File: config.mk
export PLATFORM = sky130hd
export DESIGN_NAME = snt_rx
export DESIGN_NICKNAME = d
export VERILOG_FILES = /design/src/common/snt_pkg.sv /design/src/hw/snt_rx.sv /design/src/hw/snt_edge.sv
export SDC_FILE = /design/constraint.sdc
export NUM_CORES = 1
export LEC_CHECK = 0
export BUFFER_PORTS_ARGS = -buffer_cell sky130_fd_sc_hd__buf_2
export CORE_AREA = 4 4 234 350
export CTS_BUF_LIST = sky130_fd_sc_hd__clkbuf_4 sky130_fd_sc_hd__clkbuf_8 sky130_fd_sc_hd__clkbuf_16
export DETAILED_ROUTE_END_ITERATION = 7
export DIE_AREA = 0 0 238 354
export PLACE_DENSITY = 0.53
export SYNTH_ARGS = -nofsm -noshare
export SYNTH_HDL_FRONTEND = slang
export SYNTH_SLANG_ARGS = --single-unit
File: constraint.sdc
create_clock -name pclk -period 11.4 [get_ports pclk]
set_clock_uncertainty 0.1 [all_clocks]
set_input_delay 1.14 -clock pclk [delete_from_list [all_inputs] [get_ports pclk]]
set_output_delay 1.14 -clock pclk [all_outputs]
set_load 0.01 [all_outputs]
File: src/common/snt_pkg.sv
// constants, types and checksum helpers for the nibble pulse receiver
// Operation
// RULE1 - every nibble pulse lasts at least 12 ticks; value zero gives 12 ticks
// RULE2 - each pulse is low for more than 4 ticks, high for the rest
// RULE3 - each value unit adds one tick, values 0 to 15; receiver decodes likewise
// RULE4 - value fifteen gives the longest pulse, 27 ticks
// RULE5 - status bits 0 and 1 are application use, no serial meaning
// RULE6 - status nibble is excluded from the frame checksum on both ends
// RULE7 - receiver decodes both short and enhanced serial formats
// RULE8 - short format carries one serial bit in status bit 2, 16 messages
// RULE9 - short format bit 3 is one in first message, zero in next fifteen
// RULE10 - short serial value accepted only if all 16 messages are error free
// RULE11 - short message is 4-bit id, 8-bit data, 4-bit checksum over both
// RULE12 - short serial bits go out most significant bit first
// RULE13 - enhanced format uses status bits 2 and 3 over 18 messages
// RULE14 - enhanced serial value accepted only if all 18 messages are error free
// RULE15 - bit 3 pattern 01111110 marks enhanced start; first one begins frame
// RULE16 - bit 3 of enhanced message 13 is always zero
// RULE17 - after reset transmitter sends zero bit 3 values before the start pattern
// RULE18 - enhanced frame carries 20 payload bits; config bit in message 8 bit 3
// RULE19 - config zero: 12 data bits, 8-bit id; config one: 16 data, 4-bit id
// RULE20 - every enhanced field goes out most significant bit first
// RULE21 - enhanced checksum covers bit 2 then bit 3 of messages 7 to 18
// RULE22 - first checksum input bit is the most significant data bit
// RULE23 - enhanced checksum: x^6+x^4+x^3+1, seed 010101, six zeros appended
// RULE24 - enhanced frame is erroneous if bit 3 of message 7, 13 or 18 is set
// RULE25 - enhanced checksum sits in bit 2 of messages 1 to 6, msb first
// RULE26 - nibble value is rounded period over tick minus twelve; outside 0..15 errs
package snt_pkg;
    // timing
    localparam int CLK_NS = 10;
    localparam int TICK_MIN_NS = 3000;
    localparam int TICK_MAX_NS = 90000;
    localparam int TOL_PCT = 20;
    localparam int CAL_TICKS = 56;
    localparam int NIB_BASE = 12;
    localparam int NIB_SPAN = 15;
    localparam int NIB_TOP = NIB_BASE + NIB_SPAN;
    localparam int CAL_MIN_CYC = (TICK_MIN_NS * CAL_TICKS * (100 - TOL_PCT)) / (100 * CLK_NS);
    localparam int CAL_MAX_CYC = (TICK_MAX_NS * CAL_TICKS * (100 + TOL_PCT)) / (100 * CLK_NS);
    localparam int CAL_TOL_SHIFT = 2;
    localparam int CAL_VAR_SHIFT = 6;
    localparam int MAX_NIB = 6;
    // serial channel layout
    localparam int SC_SER_BIT = 2;
    localparam int SC_MARK_BIT = 3;
    localparam int SHORT_LEN = 16;
    localparam int ENH_LEN = 18;
    // checksums
    localparam logic [3:0] CRC4_SEED = 4'h5;
    localparam logic [3:0] CRC4_POLY = 4'hd;
    localparam logic [5:0] CRC6_SEED = 6'h15;
    localparam logic [5:0] CRC6_POLY = 6'h19;
    // register map
    localparam logic [7:0] REG_CTRL = 8'h00;
    localparam logic [7:0] REG_STAT = 8'h04;
    localparam logic [7:0] REG_FRAME = 8'h08;
    localparam logic [7:0] REG_DATA = 8'h0c;
    localparam logic [7:0] REG_SHORT = 8'h10;
    localparam logic [7:0] REG_ENH = 8'h14;
    localparam logic [7:0] REG_CAL = 8'h18;
    localparam int CTRL_EN_BIT = 0;
    localparam int CTRL_NN_LSB = 4;
    localparam logic [6:0] CTRL_RESET = 7'h61;
    localparam int ST_FRAME_BIT = 0;
    localparam int ST_SHORT_BIT = 1;
    localparam int ST_ENH_BIT = 2;
    localparam int ST_ERR_BIT = 3;
    localparam int ST_SYNC_BIT = 8;
    localparam int FRAME_OK_BIT = 31;
    localparam int ENH_ID_LSB = 16;
    localparam int ENH_CFG_BIT = 24;

    typedef enum logic [1:0] {
        FS_SYNC = 2'b00,
        FS_WAIT = 2'b01,
        FS_DIV = 2'b10,
        FS_POST = 2'b11
    } snt_fs_e;

    // one nibble through the augmented 4-bit checksum, msb first
    function automatic logic [3:0] snt_crc4_nib(input logic [3:0] r, input logic [3:0] d);
        logic [3:0] c;
        logic fb;
        c = r;
        for (int i = 3; i >= 0; i--) begin
            fb = c[3];
            c = {c[2:0], d[i]};
            if (fb) begin
                c = c ^ CRC4_POLY;
            end
        end
        return c;
    endfunction

    // enhanced checksum over 24 bits plus six zero bits, m0 at bit 23
    function automatic logic [5:0] snt_crc6(input logic [23:0] m);
        logic [29:0] s;
        logic [5:0] c;
        logic fb;
        s = {m, 6'h00};
        c = CRC6_SEED;
        for (int i = 29; i >= 0; i--) begin
            fb = c[5];
            c = {c[4:0], s[i]};
            if (fb) begin
                c = c ^ CRC6_POLY;
            end
        end
        return c;
    endfunction
endpackage

File: src/hw/snt_rx.sv
// nibble pulse receiver with short and enhanced serial channel decode, apb registers
`timescale 1ns/1ps
`default_nettype none
module snt_rx
    import snt_pkg::*;
#(
    parameter int PW = 20,
    parameter int CAL_MIN = snt_pkg::CAL_MIN_CYC,
    parameter int CAL_MAX = snt_pkg::CAL_MAX_CYC
) (
    // clock and reset
    input wire logic pclk,
    input wire logic presetn,
    input wire logic ce,
    // apb slave
    input wire logic psel,
    input wire logic penable,
    input wire logic pwrite,
    input wire logic [7:0] paddr,
    input wire logic [31:0] pwdata,
    output logic [31:0] prdata,
    output logic pready,
    output logic pslverr,
    // sensor line
    input wire logic sent_in
);
    import snt_pkg::*;
    localparam int AW = PW + 7;

    logic fall;
    logic [PW-1:0] period;

    snt_edge #(.PW(PW)) u_edge (
        .pclk(pclk),
        .presetn(presetn),
        .ce(ce),
        .line_in(sent_in),
        .fall(fall),
        .period(period)
    );

    // ---------------- register group ----------------
    logic [6:0] ctrl, next_ctrl;
    logic [3:0] flags, next_flags, flag_set;
    logic [31:0] rdata, next_rdata;
    logic err_q, next_err;
    logic wr_acc, mapped, en;
    logic [2:0] nn;

    always_comb begin
        mapped = (paddr == REG_CTRL) || (paddr == REG_STAT) || (paddr == REG_FRAME) ||
                 (paddr == REG_DATA) || (paddr == REG_SHORT) || (paddr == REG_ENH) ||
                 (paddr == REG_CAL);
        wr_acc = psel & penable & pwrite & mapped;
        en = ctrl[CTRL_EN_BIT];
        nn = ctrl[CTRL_NN_LSB +: 3];
        if (nn == 3'h0) begin
            nn = 3'h1;
        end else if (nn > 3'(MAX_NIB)) begin
            nn = 3'(MAX_NIB);
        end
    end

    logic [PW-1:0] cal;
    logic fs_sync;
    logic [3:0] fr_stat;
    logic [23:0] fr_data;
    logic fr_ok;
    logic [11:0] short_out;
    logic [24:0] enh_out;

    always_comb begin
        next_ctrl = ctrl;
        next_flags = flags;
        next_rdata = rdata;
        next_err = err_q;
        if (wr_acc && paddr == REG_CTRL) begin
            next_ctrl = pwdata[6:0];
        end
        if (wr_acc && paddr == REG_STAT) begin
            next_flags = flags & ~pwdata[3:0];
        end
        next_flags = next_flags | flag_set;
        if (psel && !penable) begin
            next_err = !mapped;
            next_rdata = '0;
            case (paddr)
                REG_CTRL: next_rdata = {25'h0, ctrl};
                REG_STAT: next_rdata = {23'h0, fs_sync, 4'h0, flags};
                REG_FRAME: next_rdata = {fr_ok, 27'h0, fr_stat};
                REG_DATA: next_rdata = {8'h00, fr_data};
                REG_SHORT: next_rdata = {20'h0, short_out};
                REG_ENH: next_rdata = {7'h00, enh_out};
                REG_CAL: next_rdata = 32'(cal);
                default: next_rdata = '0;
            endcase
        end
    end

    always_ff @(posedge pclk or negedge presetn) begin
        if (!presetn) begin
            ctrl <= CTRL_RESET;
            flags <= '0;
            rdata <= '0;
            err_q <= 1'b0;
        end else if (ce) begin
            ctrl <= next_ctrl;
            flags <= next_flags;
            rdata <= next_rdata;
            err_q <= next_err;
        end
    end

    assign pready = ce;
    assign prdata = rdata;
    assign pslverr = psel & penable & err_q;

    // ---------------- frame group ----------------
    snt_fs_e fs, next_fs;
    logic [PW-1:0] next_cal, dif;
    logic [AW-1:0] p112, next_p112, acc, next_acc, twocal;
    logic [4:0] n, next_n;
    logic [2:0] idx, next_idx;
    logic [3:0] crc, next_crc, val, next_fr_stat, stat_q, next_stat_q;
    logic [23:0] nib_sh, next_nib_sh, next_fr_data;
    logic nerr, next_nerr, cal_bad, next_cal_bad, paused, next_paused;
    logic done, next_done, next_fr_ok, bad, step;

    always_comb begin
        next_fs = fs;
        next_cal = cal;
        next_p112 = p112;
        next_acc = acc;
        next_n = n;
        next_idx = idx;
        next_crc = crc;
        next_stat_q = stat_q;
        next_nib_sh = nib_sh;
        next_nerr = nerr;
        next_cal_bad = cal_bad;
        next_paused = paused;
        next_done = 1'b0;
        next_fr_stat = fr_stat;
        next_fr_data = fr_data;
        next_fr_ok = fr_ok;
        twocal = AW'({cal, 1'b0});
        dif = (period > cal) ? period - cal : cal - period;
        step = p112 >= acc + twocal;
        bad = (p112 < acc) || (n > 5'(NIB_TOP));                  // RULE26
        val = 4'(n - 5'(NIB_BASE));                                 // RULE3
        case (fs)
            FS_SYNC: begin
                if (fall && en && period >= PW'(CAL_MIN) && period <= PW'(CAL_MAX)) begin
                    next_cal = period;
                    next_cal_bad = 1'b0;
                    next_fs = FS_WAIT;
                end
                next_idx = '0;
                next_nerr = 1'b0;
                next_crc = CRC4_SEED;
                next_nib_sh = '0;
                next_paused = 1'b0;
            end
            FS_WAIT: begin
                if (fall) begin
                    // rounded ticks: cal*(2n-1) <= period*2*56 < cal*(2n+1)
                    next_p112 = AW'(period) * AW'(2 * CAL_TICKS);       // RULE26
                    next_acc = AW'(cal) * AW'(2 * NIB_BASE - 1);
                    next_n = 5'(NIB_BASE);
                    next_fs = FS_DIV;
                end
            end
            FS_DIV: begin
                if (p112 >= acc && step && n <= 5'(NIB_TOP)) begin
                    next_acc = acc + twocal;
                    next_n = n + 5'h1;
                end else begin
                    next_nerr = nerr | bad;
                    next_idx = idx + 3'h1;
                    next_fs = FS_WAIT;
                    if (idx == 3'h0) begin
                        next_stat_q = val;                          // RULE6
                    end else if (idx <= nn) begin
                        next_nib_sh = {nib_sh[19:0], val};
                        next_crc = snt_crc4_nib(crc, val);
                    end
                    if (idx == nn + 3'h1) begin
                        next_done = 1'b1;
                        next_fr_stat = stat_q;
                        next_fr_data = nib_sh;
                        next_fr_ok = !(nerr | bad) && !cal_bad &&
                                     (snt_crc4_nib(crc, 4'h0) == val);
                        next_paused = 1'b0;
                        next_fs = FS_POST;
                    end
                end
            end
            FS_POST: begin
                if (fall) begin
                    if (dif <= (cal >> CAL_TOL_SHIFT)) begin
                        next_cal = period;
                        next_cal_bad = dif > (cal >> CAL_VAR_SHIFT);
                        next_idx = '0;
                        next_nerr = 1'b0;
                        next_crc = CRC4_SEED;
                        next_nib_sh = '0;
                        next_fs = FS_WAIT;
                    end else if (paused) begin
                        next_fs = FS_SYNC;
                    end else begin
                        next_paused = 1'b1;
                    end
                end
            end
            default: next_fs = FS_SYNC;
        endcase
        if (!en) begin
            next_fs = FS_SYNC;
        end
        fs_sync = (fs != FS_SYNC);
    end

    always_ff @(posedge pclk or negedge presetn) begin
        if (!presetn) begin
            fs <= FS_SYNC;
            cal <= '0;
            p112 <= '0;
            acc <= '0;
            n <= '0;
            idx <= '0;
            crc <= CRC4_SEED;
            stat_q <= '0;
            nib_sh <= '0;
            nerr <= 1'b0;
            cal_bad <= 1'b0;
            paused <= 1'b0;
            done <= 1'b0;
            fr_stat <= '0;
            fr_data <= '0;
            fr_ok <= 1'b0;
        end else if (ce) begin
            fs <= next_fs;
            cal <= next_cal;
            p112 <= next_p112;
            acc <= next_acc;
            n <= next_n;
            idx <= next_idx;
            crc <= next_crc;
            stat_q <= next_stat_q;
            nib_sh <= next_nib_sh;
            nerr <= next_nerr;
            cal_bad <= next_cal_bad;
            paused <= next_paused;
            done <= next_done;
            fr_stat <= next_fr_stat;
            fr_data <= next_fr_data;
            fr_ok <= next_fr_ok;
        end
    end

    // ---------------- serial channel group ----------------
    logic [4:0] scnt, next_scnt;
    logic [15:0] ssh, next_ssh;
    logic [11:0] next_short_out;
    logic [17:0] b2h, next_b2h, okh, next_okh;
    logic [18:0] b3h, next_b3h;
    logic [24:0] next_enh_out;
    logic [23:0] m;
    logic b2, b3, emark, short_hit, enh_hit;

    always_comb begin
        next_scnt = scnt;
        next_ssh = ssh;
        next_short_out = short_out;
        next_b2h = b2h;
        next_b3h = b3h;
        next_okh = okh;
        next_enh_out = enh_out;
        short_hit = 1'b0;
        enh_hit = 1'b0;
        flag_set = '0;
        b2 = fr_stat[SC_SER_BIT];                                    // RULE5
        b3 = fr_stat[SC_MARK_BIT];
        m = '0;
        emark = 1'b0;
        if (done) begin
            flag_set[ST_FRAME_BIT] = 1'b1;
            flag_set[ST_ERR_BIT] = !fr_ok;
            // short format
            next_ssh = {ssh[14:0], b2};                              // RULE8
            if (!fr_ok) begin
                next_scnt = '0;                                      // RULE10
            end else if (b3) begin
                next_scnt = 5'h1;                                    // RULE9
            end else if (scnt != 5'h0) begin
                next_scnt = scnt + 5'h1;
                if (scnt == 5'(SHORT_LEN - 1)) begin
                    next_scnt = '0;
                    // RULE11
                    if (snt_crc4_nib(snt_crc4_nib(snt_crc4_nib(snt_crc4_nib(CRC4_SEED,
                        next_ssh[15:12]), next_ssh[11:8]), next_ssh[7:4]), 4'h0)
                        == next_ssh[3:0]) begin
                        next_short_out = next_ssh[15:4];
                        short_hit = 1'b1;
                    end else begin
                        flag_set[ST_ERR_BIT] = 1'b1;
                    end
                end
            end
            // enhanced format; message k of 18 sits at index 18-k
            next_b2h = {b2h[16:0], b2};                              // RULE13
            next_b3h = {b3h[17:0], b3};
            next_okh = {okh[16:0], fr_ok};
            // RULE15 RULE24
            emark = !next_b3h[18] && (&next_b3h[17:12]) && !next_b3h[11] &&
                    !next_b3h[5] && !next_b3h[0];
            for (int i = 11; i >= 0; i--) begin
                m[2 * i + 1] = next_b2h[i];                          // RULE21 RULE22
                m[2 * i] = next_b3h[i];
            end
            if (emark && (&next_okh)) begin                          // RULE14
                if (snt_crc6(m) == next_b2h[17:12]) begin            // RULE23
                    enh_hit = 1'b1;
                    if (next_b3h[10]) begin                          // RULE18 RULE19
                        next_enh_out = {1'b1, 4'h0, next_b3h[9:6], next_b3h[4:1],
                                        next_b2h[11:0]};
                    end else begin
                        next_enh_out = {1'b0, next_b3h[9:6], next_b3h[4:1], 4'h0,
                                        next_b2h[11:0]};
                    end
                end else begin
                    flag_set[ST_ERR_BIT] = 1'b1;
                end
            end
        end
        flag_set[ST_SHORT_BIT] = short_hit;                          // RULE7
        flag_set[ST_ENH_BIT] = enh_hit;
    end

    always_ff @(posedge pclk or negedge presetn) begin
        if (!presetn) begin
            scnt <= '0;
            ssh <= '0;
            short_out <= '0;
            b2h <= '0;
            b3h <= '0;
            okh <= '0;
            enh_out <= '0;
        end else if (ce) begin
            scnt <= next_scnt;
            ssh <= next_ssh;
            short_out <= next_short_out;
            b2h <= next_b2h;
            b3h <= next_b3h;
            okh <= next_okh;
            enh_out <= next_enh_out;
        end
    end
endmodule
`default_nettype wire

File: src/hw/snt_edge.sv
// line synchroniser, glitch filter and falling-edge interval meter
`timescale 1ns/1ps
`default_nettype none
module snt_edge #(
    parameter int PW = 20
) (
    // clock and reset
    input wire logic pclk,
    input wire logic presetn,
    input wire logic ce,
    // line from the sensor
    input wire logic line_in,
    // measured interval
    output logic fall,
    output logic [PW-1:0] period
);
    logic s1, s2, s3, lvl, next_lvl, next_fall;
    logic [PW-1:0] cnt, next_cnt, next_period;

    always_comb begin
        next_lvl = (s2 == s3) ? s3 : lvl;
        next_fall = lvl & ~next_lvl;
        next_cnt = next_fall ? PW'(1) : ((&cnt) ? cnt : cnt + PW'(1));
        next_period = next_fall ? cnt : period;
    end

    always_ff @(posedge pclk or negedge presetn) begin
        if (!presetn) begin
            s1 <= 1'b1;
            s2 <= 1'b1;
            s3 <= 1'b1;
            lvl <= 1'b1;
            fall <= 1'b0;
            cnt <= '0;
            period <= '0;
        end else if (ce) begin
            s1 <= line_in;
            s2 <= s1;
            s3 <= s2;
            lvl <= next_lvl;
            fall <= next_fall;
            cnt <= next_cnt;
            period <= next_period;
        end
    end
endmodule
`default_nettype wire

---- After elaboration in Yosys (flattened, before gate mapping) ----
Index checks and enable logic that the tools add are counted.
word-level totals
  register bits ........................... 343
  bits in latches ......................... 0
  memories kept ........................... 0
  bits in read-only memories .............. 0
  word-level logic and storage cells ...... 502
  output and inout port bits .............. 34
  bits of input ports ..................... 47
  bits in writable memories ............... 0
cells by class
  $lt $le $gt $ge ......................... 12
  reductions and logical operators ........ 60
  equal/unequal tests ..................... 32
  shifts and indexed selects .............. 0
  divide/modulo/power cells ............... 0
  multipliers ............................. 2
  $add $sub $neg .......................... 9
  multiplexer cells ....................... 289
  bitwise gates (word level) .............. 64
operator list
  kind                     count
  $mux W4                  127
  $mux W6                  58
  $pmux W32 S7             1
  $mux W5                  34
  $not A3 Y3               51
  $mux W20                 6
  $mux W24                 5
  $pmux W24 S3             1
  $ge A27 B27 Y1           2
  $mux W27                 2
  $pmux W27 S2             1
  $pmux W20 S2             1
  $sub A20 B20 Y20         2
  $mux W1                  32
  $add A27 B21 Y27         1
  $lt A27 B27 Y1           1
  $mul A20 B5 Y25 const B  1
  $mux W25                 1
  $eq A8 B5 Y1 const B     3
  $mul A20 B3 Y23 const B  1
  $add A20 B1 Y20 const B  1
  $ge A20 B14 Y1 const B   1
  $gt A20 B14 Y1           1
  $gt A20 B20 Y1           1
  55 further kinds         133

---- Logic depth before layout (Yosys ltp) ----
Gate-level depths: netlist of the first run.
  word-level depth ........................ 125
  mapped depth ............................ 28
  gate-level depth less buffers ........... 26

---- Modules after synthesis ----
From an unflattened synthesis of the first run, not the netlist that was laid out.
second synthesis, totals
  cell total of the unflattened synthesis .. 2536
  area total of the unflattened synthesis .. 24055.6 sq um
modules (own cells, without submodules)
  module    seq. area each (sq um)  cells each  times used  area an instance (sq um)
  snt_rx    6937.9                  2292        1           21708.3
  snt_edge  1131.1                  244         1           2347.3

---- Least setup slack after synthesis of the first run ----
OpenSTA, ideal clock, no wires.
  path kind ............................... reg2reg
  start ................................... register u_edge.period[0]
  end ..................................... register nib_sh[10]
  slack ................................... 5.535 ns
  data arrival time ....................... 5.644 ns
  data required time ...................... 11.179 ns
  setup time .............................. 0.121 ns
  buffers on the path ..................... 3
  stages on the path, launching flop included .. 29
  clock period less this slack ............ 5.865 ns
  path through ............................ dfrtp_1 -> inv_1 -> ha_1 -> inv_1 -> fa_1 -> a21o_1 -> a21oi_1 -> o21ai_1 -> a2111o_1 -> a31o_2 -> nand2_1 -> buf_1 -> nor2_1 -> a211o_1 -> a21boi_0 -> xnor2_1 -> ha_1 -> a21oi_1 -> nor2b_1 -> o21ai_0 -> nand2_1 -> a211oi_1 -> a21o_1 -> o211a_1 -> a22oi_1 -> or3_1 -> buf_2 -> buf_2 -> a22o_1
between the ends
  cells in the longest elaborated chain, start to end .. 5
  elaborated cells on any way between the ends .. 7
  those cells by class .................... add/sub: 2; order compare: 2; eq/ne: 1; mux: 1; reduce/logical: 1
ends and longest elaborated chain
  what                                                       RTL line        text
  from (decl)                                                snt_edge.sv:15  output logic [PW-1:0] period
  from (signal assigned)                                     snt_edge.sv:43  period <= next_period;
  $sub A20 B20 Y20 / $gt A20 B20 Y1 (equally long branches)  snt_rx.sv:147   dif = (period > cal) ? period - cal : cal - period;
  $mux W20 *                                                 snt_rx.sv:147
  $le A20 B18 Y1 *                                           snt_rx.sv:200   if (dif <= (cal >> CAL_TOL_SHIFT)) begin
  $ne A2 B2 Y1 (no source line) *                            -
  $reduce_and A7 Y1 (no source line) *                       -
  to (signal assigned)                                       snt_rx.sv:250   nib_sh <= next_nib_sh;
  to (decl)                                                  snt_rx.sv:125   logic [23:0] nib_sh, next_nib_sh, next_fr_data;
Mark *: on every way between the ends. The rest lies on a longest branch, timed or not.
A chain may end at the register's enable or synchronous reset.

---- Worst setup path in the final report of the first run ----
  start ................................... register u_edge.period[0]
  end ..................................... register nib_sh[13]
The elaborated chain is that of the path after synthesis.

==> impl_results.md, run 1 <==
- Status: finished, final reports clean
- Final hold viol count: 0
- VDD IR max: between 70 and 80 uV
- Setup TNS Final: 0 ns
- CTS Hold Bufs: 0
- Synthesized instance count: around 2,400
- Sequential area share after synthesis: 34.43%
- Top post-synthesis cells by area: dfrtp_1 (33%), ha_1 (13%), mux2_2 (5.2%), fa_1 (4.9%), xnor2_1 (3.6%)
- Crit end category: register
- Worst Path Required: roughly 12 ns
- Detailed Route WL: ~70,000 um
- CP Max Fanout: 26
- Residual DRC: 0
- CTS Buf Count: 36
- Area grow syn2layout: 10.78%
- Fin crit period: between 7 and 8 ns
- First-pass GRT wire length: roughly 110,000 um
- Share of Yosys cell area claimed by the top area cell type: about a third
- Overall Power: just over 4 mW
- TritonRoute pass-1 iters: 7
- Synth area leader: dfrtp_1
- Flops & latches, synth: between 300 and 400
- EDFF count, synth: 0
- Pin count of the biggest net entering global routing: between 100 and 150
- Commonest register cell after synthesis: dfrtp_1
- Antenna Nets Post-Route: 0
- Share of layout cells above drive strength 1: around 11%
- Slew HR: 26.42%
- Top-count cell post-synth: dfrtp_1
- Worst hold slack: roughly 0.37 ns
- Number of I/O port buffers: 49
- Power density cells: roughly 160 nW/um^2
- Syn avg cell area: between 9 and 10 sq um
- Fillers: 7,966
- Slew @ Worst Pin: 1.104 ns
- Number of buffers added for setup after CTS: 0
- Mapped cell area: 23,440 sq um
- Clock slew at reported path FFs: around 0.060 ns
- Async S/R FF share, synth: 100.0%
- Synth Warn #: 0
- Clock sinks: between 300 and 400
- Min-Delay Path Class: reg -> reg
- DIE AREA: 84,250 sq um
- Post-route design area: about 26,000 sq um
- # diodes: 0
- RSZ-0062 raised after global routing: no
- Grt total ovfl: 0
- GP Congestion: about 0.96
- Die height: roughly 350 um
- Leakage: approximately 12 nW
- Placement Rows: 126
- I/O pin count: 81
- Initial Util: between 20 and 30%
- CTS H-tree depth: 2
- Crit path DAT: about 8.1 ns
- Synth unique cells: between 80 and 90
- Final Max Tran Viols: 0
- DRT iter0 DRCs: approximately 850
- GRT Overall Usage: between 15 and 20%
- Die W: ~240 um
- Final Cycle Share: roughly two thirds
- DPL Wire Length: 54,200 um
- Via count: 17,990
- Fin nets: roughly 2,800
- CTS tree: built
- Routed len/inst: approximately 20 um
- Clk buf depth: 3
- Type of the worst setup path: reg -> reg
- CP Launch Type: register
- Synth cell count leaders: dfrtp_1 (313), ha_1 (249), nand2_1 (223)
- Resize count post-CTS: 0
- Worst-Skew Late Latency: roughly 0.56 ns
- Final setup vio count: 0
- Initial antenna violation count: 0
- Number of max-cap violations: 0
- Core region area: approximately 80,000 sq um
- Placed cell areas: around 25,000 sq um
- Clk root buf: clkbuf_16
- F_max: roughly 130 MHz
- Vias in the first global route: approximately 19,000
- DR vias/cell: between 5 and 6
## sequential cells by signal, summed over array words and instances, names as in the netlist, 20 cells and up
register,cells
u_edge.cnt,20
acc,27
enh_out,25
cal,20
p112,23
nib_sh,24
fr_data,24
u_edge.period,20
prdata,26
## cell type report
type / instances / area (sq um) / share of cell area [%]
flip-flops and latches: 322 / 8069 / 31.08
clock buffers: 47 / 1033 / 3.981
inverters: 182 / 683.2 / 2.631
clock inverters: 18 / 239.0 / 0.9205
well taps: 1024 / 1281 / 4.935
repair buffers: 68 / 397.9 / 1.533
multi-input cells: 1835 / 14260 / 54.92
## kinds of logic (layout without fill, tap and decap cells)
| logic type | after synthesis | count (layout) | synth area share [%] |
|---|---|---|---|
| xor gates and xnor gates | 160 | 160 | 6.310 |
| other | 1 | 6 | 0.01600 |
| and+or+nand+nor | 598 | 598 | 11.89 |
| DFF | 322 | 322 | 34.43 |
| buffers and inverters | 284 | 315 | 4.864 |
| adders and majority gates | 307 | 307 | 18.21 |
| muxes | 171 | 171 | 8.158 |
| AOI/OAI and AO/OA | 593 | 593 | 16.13 |
## layer usage
metal | vias up | track usage [%] | share of wire, %
li1 | 8608 | - | -
met2 | 325 | 30.61 | 53
met5 | - | 0 | 0
met3 | 139 | 1.667 | 2.7
met1 | 8920 | 17.31 | 38
met4 | 0 | 8.689 | 6.2
## placed cells by master, fill, tap and decap left out, types with 30 or more instances in the layout
master and n:
mux2_2 108, ha_1 249, nand3_1 30, nor2_1 141
fa_1 57, xor2_1 57, nand4_1 38, mux2i_1 50
clkbuf_16 36, o21ai_0 166, a22o_1 31, xnor2_1 97
inv_1 181, nand2_1 222, nor3_1 39, a21oi_1 139
dfrtp_1 313, buf_2 48, a21o_1 48
## path summary, 6_finish.rpt
kind,startpoint,to,slack (ns),cells past startpoint
max,u_edge.period[0]$_DFFE_PN0P_,nib_sh[13]$_DFFE_PN0P_,3.68,26
max in group asynchronous,presetn,nib_sh[22]$_DFFE_PN0P_,9.13,2
min reg2reg,prdata[31]$_DFFE_PN0P_,prdata[31]$_DFFE_PN0P_,0.37,2
min,prdata[31]$_DFFE_PN0P_,prdata[31]$_DFFE_PN0P_,0.37,2
max reg2reg,u_edge.period[0]$_DFFE_PN0P_,nib_sh[13]$_DFFE_PN0P_,3.68,26
min in group asynchronous,presetn,u_edge.period[1]$_DFFE_PN0P_,0.49,1
## stage by stage
stage | setup WS (ns) | util [%] | cells
6_report | 3.677 | 33.00 | 3496
5_1_grt | 3.182 | 33.00 | 3496
4_1_cts | 3.676 | 33.00 | 3496
3_5_place_dp | 3.703 | 31.39 | 3431
3_3_place_gp | 3.698 | 31.39 | 3431
2_1_floorplan | 5.535 | - | 2441
## critical path, stage by stage, from the launching register on
cell and delay, ns:
dfrtp_1 0.43, inv_1 0.18, ha_1 0.33, inv_1 0.11, fa_1 0.40, a21o_1 0.18
a21oi_1 0.19, o21ai_1 0.21, a2111o_1 0.48, a31o_2 0.30, nand2_1 0.56, nand2_1 0.11
o31a_1 0.17, a211o_1 0.37, a21boi_0 0.28, xnor2_1 0.21, ha_1 0.29, a21oi_1 0.17
nor2b_1 0.06, o21ai_0 0.19, nand2_1 0.10, a211oi_1 0.22, a21o_1 0.15, o211a_1 0.36
a22oi_1 0.24, or3_1 0.81, a22o_1 0.39
## power breakdown
part | internal, mW | switching, mW
Sequential | 1.20 | 0.123
Combinational | 0.594 | 0.915
Clock | 0.740 | 0.516
No activity file was read; power rests on OpenSTA's default activity.
==> inputs of run 2 (changes only) <==
Settings changed: ABC_AREA from default to 1, CORE_AREA 4 4 234 350 to 4 4 235 352, DIE_AREA 0 0 238 354 to 0 0 239 356, PLACE_DENSITY 0.53 to 0.55.
Clock period 11.4 ns to 6.45 ns, I/O delays scaled along.
==> run 2 against run 1 <==
Effect of this change: via count grew 12%; non-clock buffer count grew 52; synthesized cell count grew 26%; critical path type unchanged; clock power grew 84%; critical path depth grew 8; sequential share of layout area shrank 1.1 points; setup slack lost 3.1 ns; sequential cell count is the same; combinational power grew 110%; maximum frequency grew 31%; total power grew 89%; critical endpoint is now nib_sh[3]$_DFFE_PN0P_.
==> impl_results.md, run 2 <==
- Vias in the first global route: just over 20,000
- DRT iter0 DRCs: roughly 1,100
- CP Max Fanout: 54
- Max FFs per register: 27
- Overall Power: 7.745 mW
- GP Congestion: roughly 0.93
- DPL Wire Length: roughly 57,000 um
- Crit end category: register
- Worst path max stage delay: 0.45 ns
- TritonRoute pass-1 iters: 6
- Sequential area share after synthesis: between 30% and 40%
- Die height: 356 um
- CTS Buf Count: 37
- Syn avg cell area: roughly 7.8 sq um
- Placement Rows: roughly 130
- Slew HR: about a fifth
- Clk buf depth: 3
- Number of I/O port buffers: 49
- Type of the worst setup path: reg -> reg
- Via count: just over 20,000
- I/O pin count: between 80 and 90
- RSZ-0062 raised after global routing: no
- Top post-synthesis cells by area: dfrtp_1 (33%), ha_1 (13%), nand2_1 (13%), o21ai_0 (7.1%), inv_1 (6.2%)
- Fin nets: between 3,000 and 4,000
- FF+latch area: 8069 sq um
- Synth Warn #: 0
- Clock slew at reported path FFs: around 0.060 ns
- Slew @ Worst Pin: ~1.2 ns
- First-pass GRT wire length: 114,700 um
- Routed len/inst: about 17 um
- Mapped cell area: around 24,000 sq um
- CTS H-tree depth: 2
- Non-Filler Instances: between 4,000 and 5,000
- Die W: roughly 240 um
- Worst-Skew Late Latency: ~0.59 ns
- DP Cell Count: 4,138
- Top reg by flops: acc
- Synth area leader: dfrtp_1
- Clk root buf: clkbuf_16
- Most used cell, CP: nand2_1
- Most common cell after layout, fill and taps aside: nand2_1
- DIE AREA: roughly 85,000 sq um
- Post-route design area: about 27,000 sq um
- GRT Overall Usage: around 17%
- Number of max-cap violations: 0
- Final Worst Setup Slack: between 0.5 and 0.6 ns
- Final Max Tran Viols: 0
- Share of layout cells above drive strength 1: under 10%
- Pin count of the biggest net entering global routing: 155
- Share of Yosys cell area claimed by the top area cell type: about a third
- Detailed Route WL: approximately 73,000 um
- Final Cycle Share: between 90% and 100%
- Commonest register cell after synthesis: dfrtp_1
- Initial Util: between 20% and 30%
- Setup TNS Final: 0 ns
- Fillers: around 8,400
- Initial antenna violation count: 1
- Worst hold slack: ~0.18 ns
- VDD IR max: between 150 and 200 uV
- Flops & latches, synth: between 300 and 400
- Most frequent cells in the layout: nand2_1 (794), inv_1 (391), o21ai_0 (333)
- DP Worst Slack: 0.2377 ns
- Min-Delay Path Class: in -> reg
- Slowest CP cell: dfrtp_1
- Final Util: 33.85%
- Leakage: 13.52 nW
- Async S/R FF share, synth: 100.0%
- Clock sinks: between 300 and 400
- F_max: between 150 and 200 MHz
- Status: finished, final reports clean
- Fin crit period: about 5.9 ns
- Antenna Nets Post-Route: 0
- Synthesized instance count: about 3,100
- CTS tree: built
- Synth cell count leaders: nand2_1 (796), inv_1 (391), o21ai_0 (336)
- Worst Path Required: between 6 and 7 ns
- Grt total ovfl: 0
- Final hold viol count: 0
- Top-count cell post-synth: nand2_1
- Area of the multi-input gates: around 14,000 sq um
- Placed cell areas: 25,590 sq um
- Crit path DAT: ~6.3 ns
- Area grow syn2layout: 13.22%
- DR vias/cell: about 4.8
- Residual DRC: 0
- Final setup vio count: 0
- CP Launch Type: register
- Core region area: around 80,000 sq um
- Power density cells: 287.4 nW/um^2
- Synth unique cells: 62
- EDFF count, synth: 0
run 2: cell types whose count changed after synthesis, sizes merged, moves of 68 or more:
cell	change
inv	+222
mux2	-119
nand2	+618
nand3	+112
o21ai	+186
xnor2	-68
run 2: kinds of logic (layout without fill, tap and decap cells):
| group | count (synthesis) | in the layout | synth area share (%) |
|---|---|---|---|
| simple gates | 1179 | 1179 | 20.92 |
| buf+inv | 491 | 592 | 8.011 |
| flops | 322 | 322 | 33.90 |
| xor+xnor | 106 | 106 | 3.932 |
| compound gates | 655 | 655 | 15.03 |
| other cells | 1 | 7 | 0.01575 |
| mux | 7 | 7 | 0.3049 |
| fa+ha+maj | 306 | 306 | 17.88 |
run 2: power breakdown:
group / internal (mW) / switching [mW]
logic: 1.19 / 2.00
registers: 2.11 / 0.119
clock network: 1.37 / 0.955
run 2: area by class of cell:
class	instances	share of cell area (%)
clock buffer	48	3.881
clock inverter	18	1.045
multi-input combinational	2259	51.55
antenna	1	0.009285
sequential	322	29.94
timing repair buffer	120	3.120
tap	1032	4.791
inverter	406	5.664
run 2: what timing repair did:
item	4_1_cts	5_1_grt
hold buffers	1	0
hold endpoints to repair	44	0
buffers inserted	0	0
endpoints found under the setup margin	0	111
gates resized for setup	0	7
run 2: worst max-delay path: cells and delay by family (launching register included):
family / cells / cell delay [ns]
AO/OA/AOI/OAI: 14 / 2.22
buffers and inverters: 8 / 1.00
AND/OR/NAND/NOR: 8 / 0.98
adder cells (fa/ha/maj): 3 / 0.86
flip-flops: 1 / 0.45
XOR/XNOR: 1 / 0.16
run 2: path summary, 6_finish.rpt:
| path | startpoint | endpoint | slack (ns) | depth (start not counted) |
|---|---|---|---|---|
| worst max register to register | u_edge.period[0]$_DFFE_PN0P_ | nib_sh[3]$_DFFE_PN0P_ | 0.55 | 34 |
| min in group asynchronous | presetn | acc[22]$_DFFE_PN0P_ | 0.53 | 2 |
| worst min register to register | u_edge.s1$_DFFE_PN1P_ | u_edge.s1$_DFFE_PN1P_ | 0.37 | 2 |
| max in group asynchronous | presetn | okh[6]$_DFFE_PN0P_ | 4.35 | 3 |
| worst min-delay path | sent_in | u_edge.s1$_DFFE_PN1P_ | 0.18 | 3 |
| worst max-delay path | u_edge.period[0]$_DFFE_PN0P_ | nib_sh[3]$_DFFE_PN0P_ | 0.55 | 34 |
run 2: metal layers:
layer | up-vias | GRT usage [%] | wire [um]
met5 | - | 0 | 0
met4 | 0 | 8.823 | 4356
met3 | 144 | 1.672 | 1800
met2 | 322 | 31.52 | 37510
met1 | 9568 | 19.50 | 29300
li1 | 10190 | - | -
==> inputs of run 3 (changes only) <==
Settings changed: CELL_PAD_IN_SITES_DETAIL_PLACEMENT from default to 1, CELL_PAD_IN_SITES_GLOBAL_PLACEMENT from default to 1, PLACE_DENSITY 0.55 to 0.66.
==> run 3 against run 2 <==
Effect of this change: non-clock buffer count is 24 higher; register-to-register slack worse by 0.08 ns; final cell count is 0.62% higher; first-iteration DRC count is 29% lower; count of clock-buffer cells in the layout is 9 higher; wire length is 10% higher; highest routed layer unchanged.
==> impl_results.md, run 3 (synthesized netlist as in run 2, its figures left out) <==
- Status: finished, final reports clean
- Setup TNS Final: 0 ns
- Most used cell, CP: inv_1
- Slowest CP cell: dfrtp_1
- Placed cell areas: between 20,000 and 30,000 sq um
- Worst-Skew Late Latency: 0.59 ns
- Met2 wire length: about 44,000 um
- Clock slew at reported path FFs: ~0.060 ns
- Worst Setup SP: u_edge.period[0]$_DFFE_PN0P_
- Vias in the first global route: approximately 22,000
- Highest Signal Layer: met4
- Top reg by flops: acc
- Residual DRC: 0
- Worst Path Required: 6.79 ns
- Min-Delay Path Class: in -> reg
- # diodes: 0
- Most frequent cells in the layout: nand2_1 (793), inv_1 (391), o21ai_0 (334)
- Initial antenna violation count: 1
- TritonRoute pass-1 iters: 5
- Die W: ~240 um
- Worst path max stage delay: ~0.44 ns
- CTS Buf Count: 38
- DP Cell Count: 4,160
- Power density cells: slightly below 300 nW/um^2
- CTS tree: built
- Share of layout cells above drive strength 1: roughly a tenth
- Worst r2r src: u_edge.period[0]$_DFFE_PN0P_
- DRT iter0 DRCs: roughly 800
- First-pass GRT wire length: between 100,000 and 150,000 um
- F_max: approximately 170 MHz
- Fin crit period: between 5 and 6 ns
- RSZ-0062 raised after global routing: no
- Max FFs per register: 27
- DR vias/cell: 4.963
- Clock sinks: 322
- Pin count of the biggest net entering global routing: 159
- DPL Wire Length: 63,910 um
- Final Cycle Share: 92.65%
- Number of max-cap violations: 0
- Final Max Tran Viols: 0
- Via count: 21,000
- DIE AREA: roughly 85,000 sq um
- I/O pin count: 81
- CP Launch Type: register
- Hold Path Origin: sent_in
- Post-route design area: 27,180 sq um
- Grt total ovfl: 0
- Clk root buf: clkbuf_16
- CTS H-tree depth: 2
- CP Max Fanout: 41
- Core region area: between 70,000 and 80,000 sq um
- Number of I/O port buffers: 49
- Most common cell after layout, fill and taps aside: nand2_1
- Area grow syn2layout: 14.17%
- Leakage: roughly 14 nW
- GRT Overall Usage: approximately a fifth
- Routed len/inst: ~19 um
- Non-Filler Instances: between 4,000 and 5,000
- Met3 wire length: between 1500 and 2000 um
- Final setup vio count: 0
- Type of the worst setup path: reg -> reg
- VDD IR max: about 160 uV
- Slew @ Worst Pin: 1.090 ns
- Final hold viol count: 0
- GP Congestion: just over 0.9
- Die height: between 300 and 400 um
- Clk buf depth: 3
- Detailed Route WL: 80,540 um
- Overall Power: 7.883 mW
- Slew HR: between 20 and 30%
- Crit path DAT: around 6.3 ns
- Antenna Nets Post-Route: 0
- Initial Util: 29.90%
- Placement Rows: between 100 and 150
- Crit end category: register
- Fin nets: roughly 3,500
- Post-Route M1 WL: 31,240 um
[run 3: cell types whose count changed in the layout (fill, tap and decap cells not counted), moves of 2 or more]
cell       previous run  this run
dfrtp_1             313       310
buf_4                66        86
clkbuf_8              6        12
nor3_1               25        23
inv_6                 0         2
buf_12                4         7
bufinv_16             5         2
clkbuf_4              5         7
dfrtp_2               0         3
nor3_2                2         4
clkinv_4              2         0
[run 3: final timing paths]
path / endpoint / slack, ns / cells past startpoint
max: cal[17]$_DFFE_PN0P_ / 0.47 / 32
min: u_edge.s1$_DFFE_PN1P_ / 0.17 / 3
max in group asynchronous: nib_sh[15]$_DFFE_PN0P_ / 4.51 / 3
max reg2reg: cal[17]$_DFFE_PN0P_ / 0.47 / 32
min in group asynchronous: acc[23]$_DFFE_PN0P_ / 0.46 / 2
min reg2reg: u_edge.s1$_DFFE_PN1P_ / 0.37 / 2
[run 3: through the flow]
step           util, %  worst slack, ns  hold slack, ns
2_1_floorplan        -            1.179          0.2494
3_3_place_gp     32.42           0.2973          0.3574
3_5_place_dp     32.42           0.1493          0.3647
4_1_cts          34.07          0.09072          0.1308
5_1_grt          34.14          0.02623          0.1825
6_report         34.14           0.4739          0.1720
[run 3: cell type report]
class,count,area (sq um)
Sequential cell,322,8073
Clock inverter,12,136.4
Tap cell,1032,1291
Timing Repair Buffer,144,1062
Fill cell,9621,52430
Inverter,406,1526
Clock buffer,57,1169
Multi-Input combinational cell,2259,13920
[run 3: metal layers]
metal / up-vias / track usage, %
met4: 0 / 7.380
met3: 139 / 2.044
met5: - / 0
met1: 10370 / 20.64
met2: 274 / 36.78
li1: 10220 / -
[run 3: where the power goes]
part / internal, mW / leakage (nW) / switching, mW / total (mW)
Clock: 1.34 / 0.647 / 0.963 / 2.30
Sequential: 2.11 / 4.20 / 0.119 / 2.23
Combinational: 1.23 / 8.81 / 2.12 / 3.35
[run 3: what timing repair did]
| item | 4_1_cts | 5_1_grt |
|---|---|---|
| hold buffers | 1 | 0 |
| hold endpoints to repair | 45 | 0 |
| endpoints found under the setup margin | 0 | 84 |
| resized for setup | 0 | 16 |
| buffers inserted | 0 | 2 |
[run 3: worst max-delay path: cells and delay by family (launching register included)]
kind | cells | cell delay, ns
compound gates | 13 | 1.92
flops | 1 | 0.44
fa+ha+maj | 3 | 0.87
buf+inv | 7 | 1.16
mux | 1 | 0.24
xor+xnor | 1 | 0.22
simple gates | 7 | 0.84
